==> config.mk <==
export PLATFORM = sky130hd
export DESIGN_NAME = rtcb_core
export DESIGN_NICKNAME = d
export VERILOG_FILES = /design/src/core/rtcb_pkg.sv /design/src/core/rtcb_core.sv
export VERILOG_INCLUDE_DIRS = /design/src /design/src/core
export SDC_FILE = /design/constraint.sdc
export NUM_CORES = 1
export LEC_CHECK = 0
export BUFFER_PORTS_ARGS = -buffer_cell sky130_fd_sc_hd__buf_2
export CAP_MARGIN = 10
export CORE_MARGIN = 5
export CORE_UTILIZATION = 30
export CTS_CLUSTER_DIAMETER = 30
export DETAILED_ROUTE_END_ITERATION = 12
export HOLD_SLACK_MARGIN = 0.12
export PLACE_DENSITY_LB_ADDON = 0.08
export SKIP_CTS_REPAIR_TIMING = 1
export SLEW_MARGIN = 30
export SYNTH_ARGS = -nofsm -noshare
export SYNTH_HDL_FRONTEND = slang
export SYNTH_SLANG_ARGS = --single-unit
==> constraint.sdc <==
create_clock -name pclk -period 5.65 [get_ports pclk]
set_clock_uncertainty 0.2 [all_clocks]
set_input_delay 1.13 -clock pclk [delete_from_list [all_inputs] [get_ports pclk]]
set_output_delay 1.13 -clock pclk [all_outputs]
set_load 0.02 [all_outputs]
==> src/core/rtcb_defines.svh <==
// register map, field positions, reset values and counts of the clock block
`ifndef RTCB_DEFINES_SVH
`define RTCB_DEFINES_SVH

`define RTCB_ADDR_CTRL 8'h00
`define RTCB_ADDR_CAL 8'h04
`define RTCB_ADDR_TOD 8'h08
`define RTCB_ADDR_DAY 8'h0C
`define RTCB_ADDR_ALARM_TIME_REGISTER 8'h10
`define RTCB_ADDR_ALARM_DAY_REGISTER 8'h14
`define RTCB_ADDR_INT_STAT 8'h18
`define RTCB_ADDR_INT_MASK 8'h1C
`define RTCB_ADDR_STATUS 8'h20

`define RTCB_CTRL_DIS_BIT 0
`define RTCB_CTRL_MODE_LSB 1
`define RTCB_CTRL_CHGEN_BIT 3
`define RTCB_CTRL_VSEL_LSB 4

`define RTCB_INT_TICK_BIT 0
`define RTCB_INT_ALARM_BIT 1
`define RTCB_INT_TRST_BIT 2

`define RTCB_STAT_ON_BIT 0
`define RTCB_STAT_BKP_BIT 1
`define RTCB_STAT_UV_BIT 2
`define RTCB_STAT_CHG_BIT 3
`define RTCB_STAT_LOW_BIT 4
`define RTCB_STAT_CONN_BIT 5
`define RTCB_STAT_CALACT_BIT 6

`define RTCB_FLAGS_RESET 3'h4
`define RTCB_MASK_RESET 3'h7
`define RTCB_MODE_RESET 2'h0

`define RTCB_DIV_LAST 16'h7FFF
`define RTCB_TOD_LAST 17'h1517F

`endif

==> src/core/rtcb_pkg.sv <==
// types of the clock block
package rtcb_pkg;

    typedef enum logic [1:0] {
        RTCB_CAL_OFF = 2'h0,
        RTCB_CAL_MAIN_ONLY = 2'h1,
        RTCB_CAL_RESERVED = 2'h2,
        RTCB_CAL_ALWAYS = 2'h3
    } rtcb_cal_mode_t;

    typedef struct packed {
        logic [2:0] slow_s;
        logic [2:0] on_s;
        logic [2:0] bkp_s;
        logic [2:0] uv_s;
        logic slow_lvl;
        logic on_lvl;
        logic bkp_lvl;
        logic uv_lvl;
        logic [15:0] div;
        logic [16:0] seconds_of_day_counter;
        logic [14:0] day;
        logic [16:0] alarm_time_register;
        logic [14:0] alarm_day_register;
        logic clk_dis;
        rtcb_cal_mode_t cal_mode;
        logic chg_en;
        logic [2:0] vsel;
        logic [4:0] cal;
        logic [2:0] flags;
        logic [2:0] mask;
        logic match_prev;
        logic [31:0] prdata;
        logic pready;
        logic pslverr;
        logic irq;
        logic wake;
        logic chg_on;
        logic chg_low;
        logic cell_conn;
    } rtcb_state_t;

endpackage

==> src/core/rtcb_core.sv <==
// real-time clock: calibrated seconds tick, day counter, alarm, flags, backup charger control
//
// How it works
// - clock_disable bit stops counting; reset runs
// - time base divided to 1 Hz tick
// - seconds counter wraps after 86399 to zero
// - rollover increments 15-bit day counter
// - tick sets flag; line only when unmasked
// - alarm flag when time and day match
// - alarm wakes system when off; interrupts whether on or off
// - backup reset clears all clock contents
// - timer-reset flag set after backup reset
// - signed calibration word adjusts tick divider
// - correction -16..+15 counts per period
// - calibration touches only the tick divider
// - mode 00 off, 01 main, 11 always
// - mode 01 suspends on backup cell
// - cell connects at power-on or charger enable while system on
// - charger enable and 3-bit voltage select
// - off state charges at low current
// - undervoltage halts charging
// - charger enable cleared by host write or backup reset
// - flags latched until host writes one
// - masks reset set; unmask raises pending line
//
// Register access over APB and the register addresses were chosen for this implementation.

`include "rtcb_defines.svh"

module rtcb_core
    import rtcb_pkg::*;
(
    input wire logic pclk,
    input wire logic presetn,
    input wire logic psel,
    input wire logic penable,
    input wire logic pwrite,
    input wire logic [7:0] paddr,
    input wire logic [31:0] pwdata,
    output logic [31:0] prdata,
    output logic pready,
    output logic pslverr,
    input wire logic slow_clk_in,
    input wire logic system_on,
    input wire logic on_backup_cell,
    input wire logic main_undervoltage,
    output logic irq,
    output logic wake_request,
    output logic charger_on,
    output logic low_charge_current,
    output logic [2:0] charge_voltage_sel,
    output logic backup_cell_connect
);

    rtcb_state_t st_r;
    rtcb_state_t st_nxt;

    logic slow_rise;
    logic on_rise;
    logic cal_active;
    logic [15:0] div_last;
    logic tick;
    logic tod_wrap;
    logic match;
    logic alarm_evt;
    logic acc;
    logic wr;
    logic rd;
    logic [2:0] flag_set;
    logic [2:0] flag_clr;
    logic mapped;
    logic [31:0] rdata;

    always_comb
    begin
        st_nxt = st_r;
        // three-stage pin samplers; a level counts once stages two and three agree
        st_nxt.slow_s = {st_r.slow_s[1:0], slow_clk_in};
        st_nxt.on_s = {st_r.on_s[1:0], system_on};
        st_nxt.bkp_s = {st_r.bkp_s[1:0], on_backup_cell};
        st_nxt.uv_s = {st_r.uv_s[1:0], main_undervoltage};
        if (st_r.slow_s[1] == st_r.slow_s[2])
        begin
            st_nxt.slow_lvl = st_r.slow_s[2];
        end
        if (st_r.on_s[1] == st_r.on_s[2])
        begin
            st_nxt.on_lvl = st_r.on_s[2];
        end
        if (st_r.bkp_s[1] == st_r.bkp_s[2])
        begin
            st_nxt.bkp_lvl = st_r.bkp_s[2];
        end
        if (st_r.uv_s[1] == st_r.uv_s[2])
        begin
            st_nxt.uv_lvl = st_r.uv_s[2];
        end
        slow_rise = st_nxt.slow_lvl & ~st_r.slow_lvl;
        on_rise = st_nxt.on_lvl & ~st_r.on_lvl;

        // reserved mode 10 is treated as off rather than guessed at
        unique case (st_r.cal_mode)
            RTCB_CAL_MAIN_ONLY: cal_active = ~st_r.bkp_lvl;
            RTCB_CAL_ALWAYS: cal_active = 1'b1;
            RTCB_CAL_OFF,
            RTCB_CAL_RESERVED: cal_active = 1'b0;
        endcase

        // the slow clock output never passes through here, only the tick count
        div_last = `RTCB_DIV_LAST;
        if (cal_active)
        begin
            div_last = `RTCB_DIV_LAST + {{11{st_r.cal[4]}}, st_r.cal};
        end

        // >= keeps a shortened period from running past its end after a new word
        tick = slow_rise & ~st_r.clk_dis & (st_r.div >= div_last);
        tod_wrap = tick & (st_r.seconds_of_day_counter == `RTCB_TOD_LAST);
        if (slow_rise && !st_r.clk_dis)
        begin
            st_nxt.div = tick ? 16'h0000 : st_r.div + 16'h0001;
        end
        if (tick)
        begin
            st_nxt.seconds_of_day_counter = tod_wrap ? 17'h00000 : st_r.seconds_of_day_counter + 17'h00001;
        end
        if (tod_wrap)
        begin
            st_nxt.day = st_r.day + 15'h0001;
        end

        acc = psel & penable & st_r.pready;
        wr = acc & pwrite;
        rd = acc & ~pwrite;
        // decoded apart from the direction so a refused write is flagged like a read
        mapped = (paddr[1:0] == 2'h0) && (paddr <= `RTCB_ADDR_STATUS);
        flag_clr = 3'h0;
        if (wr)
        begin
            unique case (paddr)
                `RTCB_ADDR_CTRL:
                begin
                    st_nxt.clk_dis = pwdata[`RTCB_CTRL_DIS_BIT];
                    st_nxt.cal_mode = rtcb_cal_mode_t'(pwdata[`RTCB_CTRL_MODE_LSB +: 2]);
                    st_nxt.chg_en = pwdata[`RTCB_CTRL_CHGEN_BIT];
                    st_nxt.vsel = pwdata[`RTCB_CTRL_VSEL_LSB +: 3];
                end
                `RTCB_ADDR_CAL: st_nxt.cal = pwdata[4:0];
                `RTCB_ADDR_TOD: st_nxt.seconds_of_day_counter = pwdata[16:0];
                `RTCB_ADDR_DAY: st_nxt.day = pwdata[14:0];
                `RTCB_ADDR_ALARM_TIME_REGISTER: st_nxt.alarm_time_register = pwdata[16:0];
                `RTCB_ADDR_ALARM_DAY_REGISTER: st_nxt.alarm_day_register = pwdata[14:0];
                `RTCB_ADDR_INT_STAT: flag_clr = pwdata[2:0];
                `RTCB_ADDR_INT_MASK: st_nxt.mask = pwdata[2:0];
                `RTCB_ADDR_STATUS: mapped = 1'b1;
                default: mapped = 1'b0;
            endcase
        end

        // edge of the compare so a held match raises the flag once
        match = (st_nxt.seconds_of_day_counter == st_nxt.alarm_time_register) && (st_nxt.day == st_nxt.alarm_day_register);
        st_nxt.match_prev = match;
        alarm_evt = match & ~st_r.match_prev;

        flag_set = 3'h0;
        flag_set[`RTCB_INT_TICK_BIT] = tick;
        flag_set[`RTCB_INT_ALARM_BIT] = alarm_evt;
        // a new event in the clearing cycle survives the clear
        st_nxt.flags = (st_r.flags & ~flag_clr) | flag_set;
        st_nxt.irq = |(st_nxt.flags & ~st_nxt.mask);
        st_nxt.wake = alarm_evt & ~st_r.on_lvl;

        st_nxt.chg_on = st_nxt.chg_en & ~st_r.uv_lvl;
        st_nxt.chg_low = st_nxt.chg_en & ~st_r.on_lvl;
        // once connected the cell stays on; only the backup reset drops it
        if (on_rise || (st_nxt.chg_en && st_r.on_lvl))
        begin
            st_nxt.cell_conn = 1'b1;
        end

        rdata = 32'h0000_0000;
        if (!pwrite)
        begin
            unique case (paddr)
                `RTCB_ADDR_CTRL:
                begin
                    rdata[`RTCB_CTRL_DIS_BIT] = st_r.clk_dis;
                    rdata[`RTCB_CTRL_MODE_LSB +: 2] = st_r.cal_mode;
                    rdata[`RTCB_CTRL_CHGEN_BIT] = st_r.chg_en;
                    rdata[`RTCB_CTRL_VSEL_LSB +: 3] = st_r.vsel;
                end
                `RTCB_ADDR_CAL: rdata[4:0] = st_r.cal;
                `RTCB_ADDR_TOD: rdata[16:0] = st_r.seconds_of_day_counter;
                `RTCB_ADDR_DAY: rdata[14:0] = st_r.day;
                `RTCB_ADDR_ALARM_TIME_REGISTER: rdata[16:0] = st_r.alarm_time_register;
                `RTCB_ADDR_ALARM_DAY_REGISTER: rdata[14:0] = st_r.alarm_day_register;
                `RTCB_ADDR_INT_STAT: rdata[2:0] = st_r.flags;
                `RTCB_ADDR_INT_MASK: rdata[2:0] = st_r.mask;
                `RTCB_ADDR_STATUS:
                begin
                    rdata[`RTCB_STAT_ON_BIT] = st_r.on_lvl;
                    rdata[`RTCB_STAT_BKP_BIT] = st_r.bkp_lvl;
                    rdata[`RTCB_STAT_UV_BIT] = st_r.uv_lvl;
                    rdata[`RTCB_STAT_CHG_BIT] = st_r.chg_on;
                    rdata[`RTCB_STAT_LOW_BIT] = st_r.chg_low;
                    rdata[`RTCB_STAT_CONN_BIT] = st_r.cell_conn;
                    rdata[`RTCB_STAT_CALACT_BIT] = cal_active;
                end
                default: mapped = 1'b0;
            endcase
        end

        // one wait state: pready rises in the second access cycle
        st_nxt.pready = psel & penable & ~st_r.pready;
        st_nxt.pslverr = psel & penable & ~st_r.pready & ~mapped;
        st_nxt.prdata = st_r.prdata;
        if (psel && penable && !st_r.pready)
        begin
            st_nxt.prdata = rdata;
        end
        if (rd || wr)
        begin
            st_nxt.prdata = 32'h0000_0000;
        end
    end

    always_ff @(posedge pclk or negedge presetn)
    begin
        if (!presetn)
        begin
            st_r <= '0;
            st_r.flags <= `RTCB_FLAGS_RESET;
            st_r.mask <= `RTCB_MASK_RESET;
            st_r.match_prev <= 1'b1;
        end
        else
        begin
            st_r <= st_nxt;
        end
    end

    assign prdata = st_r.prdata;
    assign pready = st_r.pready;
    assign pslverr = st_r.pslverr;
    assign irq = st_r.irq;
    assign wake_request = st_r.wake;
    assign charger_on = st_r.chg_on;
    assign low_charge_current = st_r.chg_low;
    assign charge_voltage_sel = st_r.vsel;
    assign backup_cell_connect = st_r.cell_conn;

endmodule // rtcb_core

# Word-level counts from Yosys, hierarchy flattened
# Cells that the tools add are included.
# op_classes
addsub	4
n_mul	0
div_mod_pow	0
magnitude_cmp	2
n_eq_ne	18
shifts	0
muxes	31
n_bitwise	29
n_reduce_logical	20
# op_table
cell	n
$mux W17	5
$mux W76	1
$mux W32	2
$mux W15	3
$eq A8 B5 Y1 const B	4
$mux W16	2
$pmux W8 S4	1
$pmux W3 S9	1
$add A17 B1 Y17 const B	1
$eq A17 B17 Y1	1
$eq A17 B17 Y1 const B	1
$add A15 B16 Y16 const A	1
$add A16 B1 Y16 const B	1
$eq A8 B4 Y1 const B	2
$ge A16 B16 Y1	1
$add A15 B1 Y15 const B	1
$and A1 B1 Y1	15
$eq A15 B15 Y1	1
$pmux W2 S7	1
$mux W3	4
$pmux W2 S6	1
$not A1 Y1	9
$reduce_or A9 Y1	1
$eq A8 B3 Y1 const B	1
other kinds (24)	43
# totals
register_bits	154
latchBits	0
ramBits	0
romBits	0
inputBits	49
output_inout_bits	42
wordCells	133
memories	0

# Depth between registers and ports, before layout
# logic_depth
depth_word	17
ltp_mapped	18
ltp_nobuf	16

# Least setup slack after synthesis
# No wires, ideal clock.
# synth_path
path_type	register to register
startpoint	register st_r[48] (netlist name)
endpoint	register st_r, in the netlist wake_request
setup_time_ns	0.080
arrival_time_ns	4.143
required_time_ns	5.370
setup_slack_ns	1.228
stages_incl_launch_ff	17
path_buffers	1
synth_period_minus_slack_ns	4.422
path_cell_list	dfrtp_1 > nor4_1 > nand2_1 > ha_1 > and2_1 > ha_1 > a211oi_2 > nor2_1 > or3_1 > buf_2 > nor3_4 > a2111oi_1 > or3b_1 > a2111oi_2 > o2111a_1 > and4_4 > nor3b_2
# synth_lines
item	line_no	source
start, declared	rtcb_core.sv:55	rtcb_state_t st_r;
start signal, assigned	rtcb_core.sv:238	st_r <= st_nxt;

==> PnR_summary.wiki <==
{| class="wikitable"
! Metric !! Value
|-
| Data required time at the worst endpoint || 5.80 ns
|-
| Final Max Tran Viols || 0
|-
| Cell taking the most area after synthesis || sky130_fd_sc_hd__dfrtp_1
|-
| Crit end category || flip-flop
|-
| Worst setup SP type || flip-flop
|-
| Clock latency reported for the late side of the worst-skew pair || 0.43 ns
|-
| Highest net fanout along the worst path || 13
|-
| Placed cell count || 1358
|-
| Crit path time final || 5.15 ns
|-
| Class of the tightest hold or removal check || reg2reg
|-
| Post-route antenna net violation count || 0
|-
| Actual slew at the worst max-slew pin || 0.890 ns
|-
| DR vias/cell || 5.41
|-
| Power per standard cell area || 240 nW/um2
|-
| Final TNS setup || 0 ns
|-
| Number of remaining DRC errors || 0
|-
| Via count || 7522
|-
| Endpoint arrival time on the critical path || 5.30 ns
|-
| Total routing resource utilization after global routing || 0.186
|-
| Core utilization of the finished layout || 0.351
|-
| Routed wire length || 30800 um
|-
| Final #Nets || 1066
|-
| First-pass iteration count of the detailed router || 5
|-
| Finish-stage setup viols || 0
|-
| Count of H-tree levels built during CTS || 4
|-
| Total leakage power || 4.38 nW
|-
| Master cell of the clock root buffer || sky130_fd_sc_hd__clkbuf_16
|-
| Max-Slew Margin vs Limit || 0.404
|-
| TritonCTS clock tree || yes
|-
| EDFF count, synth || 0
|-
| Core Footprint || 28900 um2
|-
| Run status || finished clean
|-
| Antenna diodes || 0
|-
| Ys Warns || 0
|-
| Cell area after synthesis || 8840 um2
|-
| Y dimension of the die || 182 um
|-
| Number of different library cells in the post-synthesis netlist || 93
|-
| DRC violation total after the first TritonRoute iteration || 681
|-
| Post-Syn Area per Cell || 9.30 um2
|-
| Hold Path Depth || 0
|-
| Cells after synthesis || 951
|-
| Crit Path Category || reg2reg
|-
| Cell Rows || 62
|-
| Total area of multi-input combinational cells || 4870 um2
|-
| Top-area cell type share of the netlist area || 0.379
|-
| DP Wirelength || 22800 um
|-
| Final RePlAce weighted congestion || 0.823
|-
| Via count of the first global-routing pass || 7334
|-
| Top Ports || 91
|-
| Logic depth of the worst register-to-register path || 16
|-
| RSZ-0062 raised after global routing || no
|-
| IR Drop Worst-Case VDD || 0.000148 V
|-
| Ratio of cells with drive above 1 in the final layout || 0.200
|-
| Effective utilization at floorplan || 0.306
|-
| Clock-pin slew of the registers on the worst-case setup and hold paths || 0.07 ns
|-
| Overflow left after global routing || 0
|-
| Count of endpoints failing hold in the final timing report || 0
|-
| Primary FF master, synth || sky130_fd_sc_hd__dfrtp_1
|-
| Area taken by flip-flops and latches || 3480 um2
|-
| Max Buffers Root-to-Sink || 2
|-
| Overall power after layout || 2.43 mW
|-
| Horiz. Die Dim || 182 um
|-
| Layout area overhead || 14.7%
|-
| Inserted Clock Buffers || 17
|-
| Achievable Freq || 194 MHz
|-
| Mean routed wirelength per cell || 22.1 um
|-
| Top area cells in the synthesized netlist || sky130_fd_sc_hd__dfrtp_1, sky130_fd_sc_hd__mux2_2, sky130_fd_sc_hd__nand2_1, sky130_fd_sc_hd__ha_1, sky130_fd_sc_hd__nor2_1
|-
| CTS sink count || 139
|-
| Register area share after synthesis || 0.394
|-
| First-pass GRT wire length || 47500 um
|-
| Antenna violations before repair || 0
|-
| Period Utilization, post-route || 0.911
|-
| Floorplan die area || 33000 um2
|-
| Number of synthesized register bits || 139
|-
| Share of synthesized registers carrying an async set or reset || 1.00
|-
| # fillers || 2992
|-
| Maximum number of pins on one net before global-route repair || 80
|-
| Number of violations of the max-capacitance limit || 0
|-
| Count of buffers from port buffering || 60
|-
| Post-Layout Cell Count || 1390
|}
-- area by class of cell --
type / count / area share
Multi-Input combinational cell: 716 / 0.480
Tap cell: 384 / 0.0473
Sequential cell: 139 / 0.343
Inverter: 24 / 0.00888
Clock inverter: 15 / 0.0197
Timing Repair Buffer: 95 / 0.0586
Clock buffer: 17 / 0.0419
-- sequential cells by signal (all words and copies together) (netlist names), 3 cells and up --
signal and cells:
prdata 17, charge_voltage_sel 3, st_nxt 8, st_r 104
-- Yosys cell counts, types with 5 or more instances --
cell and count:
sky130_fd_sc_hd__nor2_1 79, sky130_fd_sc_hd__xnor2_1 24, sky130_fd_sc_hd__a311oi_1 10, sky130_fd_sc_hd__buf_4 39, sky130_fd_sc_hd__xor2_1 20, sky130_fd_sc_hd__o211ai_1 6, sky130_fd_sc_hd__a32o_1 5, sky130_fd_sc_hd__mux2i_1 15
sky130_fd_sc_hd__a22o_1 9, sky130_fd_sc_hd__and4_1 10, sky130_fd_sc_hd__and3_1 20, sky130_fd_sc_hd__dfstp_2 5, sky130_fd_sc_hd__nor3_1 20, sky130_fd_sc_hd__buf_2 17, sky130_fd_sc_hd__a31oi_1 20, sky130_fd_sc_hd__o21ai_0 54
sky130_fd_sc_hd__o31ai_1 5, sky130_fd_sc_hd__o21ai_1 5, sky130_fd_sc_hd__nand4_1 18, sky130_fd_sc_hd__and2_1 7, sky130_fd_sc_hd__nor4_1 8, sky130_fd_sc_hd__nor3b_1 5, sky130_fd_sc_hd__a21oi_1 47, sky130_fd_sc_hd__or3_1 15
sky130_fd_sc_hd__inv_1 24, sky130_fd_sc_hd__dfrtp_1 134, sky130_fd_sc_hd__ha_1 24, sky130_fd_sc_hd__a221oi_1 18, sky130_fd_sc_hd__a211oi_1 5, sky130_fd_sc_hd__nand3_1 29, sky130_fd_sc_hd__mux2_2 35, sky130_fd_sc_hd__clkbuf_1 25
sky130_fd_sc_hd__nand2_1 95
-- layout by cell type (no fill, tap or decap), drive strengths merged, types with 22 or more instances in the layout --
| master | Yosys | routed |
|---|---|---|
| a21oi | 47 | 47 |
| buf | 61 | 95 |
| dfrtp | 134 | 134 |
| ha | 24 | 24 |
| inv | 24 | 32 |
| mux2 | 37 | 37 |
| nand2 | 96 | 96 |
| nand3 | 30 | 30 |
| nor2 | 79 | 79 |
| nor3 | 22 | 22 |
| o21ai | 59 | 59 |
| xnor2 | 24 | 24 |
-- where the power goes --
part	switching (mW)	internal [mW]
Sequential	0.0346	1.02
Combinational	0.106	0.0492
Clock	0.548	0.680
Total	0.688	1.75
-- per-layer routing --
| layer | wire length, um | track usage | vias to the layer above |
|---|---|---|---|
| met4 | 349 | 0.0339 | 0 |
| met2 | 14000 | 0.290 | 216 |
| met5 | 0 | 0 | - |
| met3 | 1510 | 0.0316 | 19 |
| met1 | 14900 | 0.275 | 3705 |
| li1 | - | - | 3582 |
-- through the flow --
stage | setup slack, ns | hold WS, ns | cell area (um2)
global placement | 0.486 | 0.131 | 9520
CTS | 0.467 | 0.150 | 10100
finish | 0.503 | 0.148 | 10100
detailed placement | 0.501 | 0.135 | 9520
global route | 0.0164 | 0.159 | 10100
floorplan | 1.23 | 0.131 | 8900
-- kinds of logic after synthesis --
| logic type | count (synthesis) | synth area share |
|---|---|---|
| xor gates and xnor gates | 44 | 0.0436 |
| and+or+nand+nor | 342 | 0.209 |
| adders and majority gates | 27 | 0.0373 |
| AOI/OAI and AO/OA | 236 | 0.186 |
| DFF | 139 | 0.394 |
| other | 1 | 0.000424 |
| buffers and inverters | 110 | 0.0665 |
| muxes | 52 | 0.0641 |
-- worst paths after layout --
path	start	slack, ns	to
setup / recovery	st_r[48]	0.50	wake_request
hold / removal	st_nxt[149]	0.15	st_nxt[150]
setup reg to reg	st_r[48]	0.50	wake_request
hold reg to reg	st_nxt[149]	0.15	st_nxt[150]
max in group asynchronous	presetn	3.75	st_r[87]
min in group asynchronous	presetn	0.54	st_r[134]
-- critical path, stage by stage, from the launching register on --
cell and delay, ns:
sky130_fd_sc_hd__dfrtp_1 0.46, sky130_fd_sc_hd__nor4_1 0.29, sky130_fd_sc_hd__buf_4 0.17, sky130_fd_sc_hd__nand2_1 0.05, sky130_fd_sc_hd__ha_1 0.28, sky130_fd_sc_hd__nor2_1 0.07, sky130_fd_sc_hd__ha_1 0.35, sky130_fd_sc_hd__nand4_1 0.22
sky130_fd_sc_hd__nor4_4 0.39, sky130_fd_sc_hd__o31ai_4 0.25, sky130_fd_sc_hd__a31oi_1 0.72, sky130_fd_sc_hd__or4b_1 0.49, sky130_fd_sc_hd__a31oi_1 0.24, sky130_fd_sc_hd__xor2_1 0.11, sky130_fd_sc_hd__nor4_1 0.29, sky130_fd_sc_hd__and4_4 0.32
sky130_fd_sc_hd__nor3b_2 0.16
Note: power is estimated with default switching activity, not from simulation.
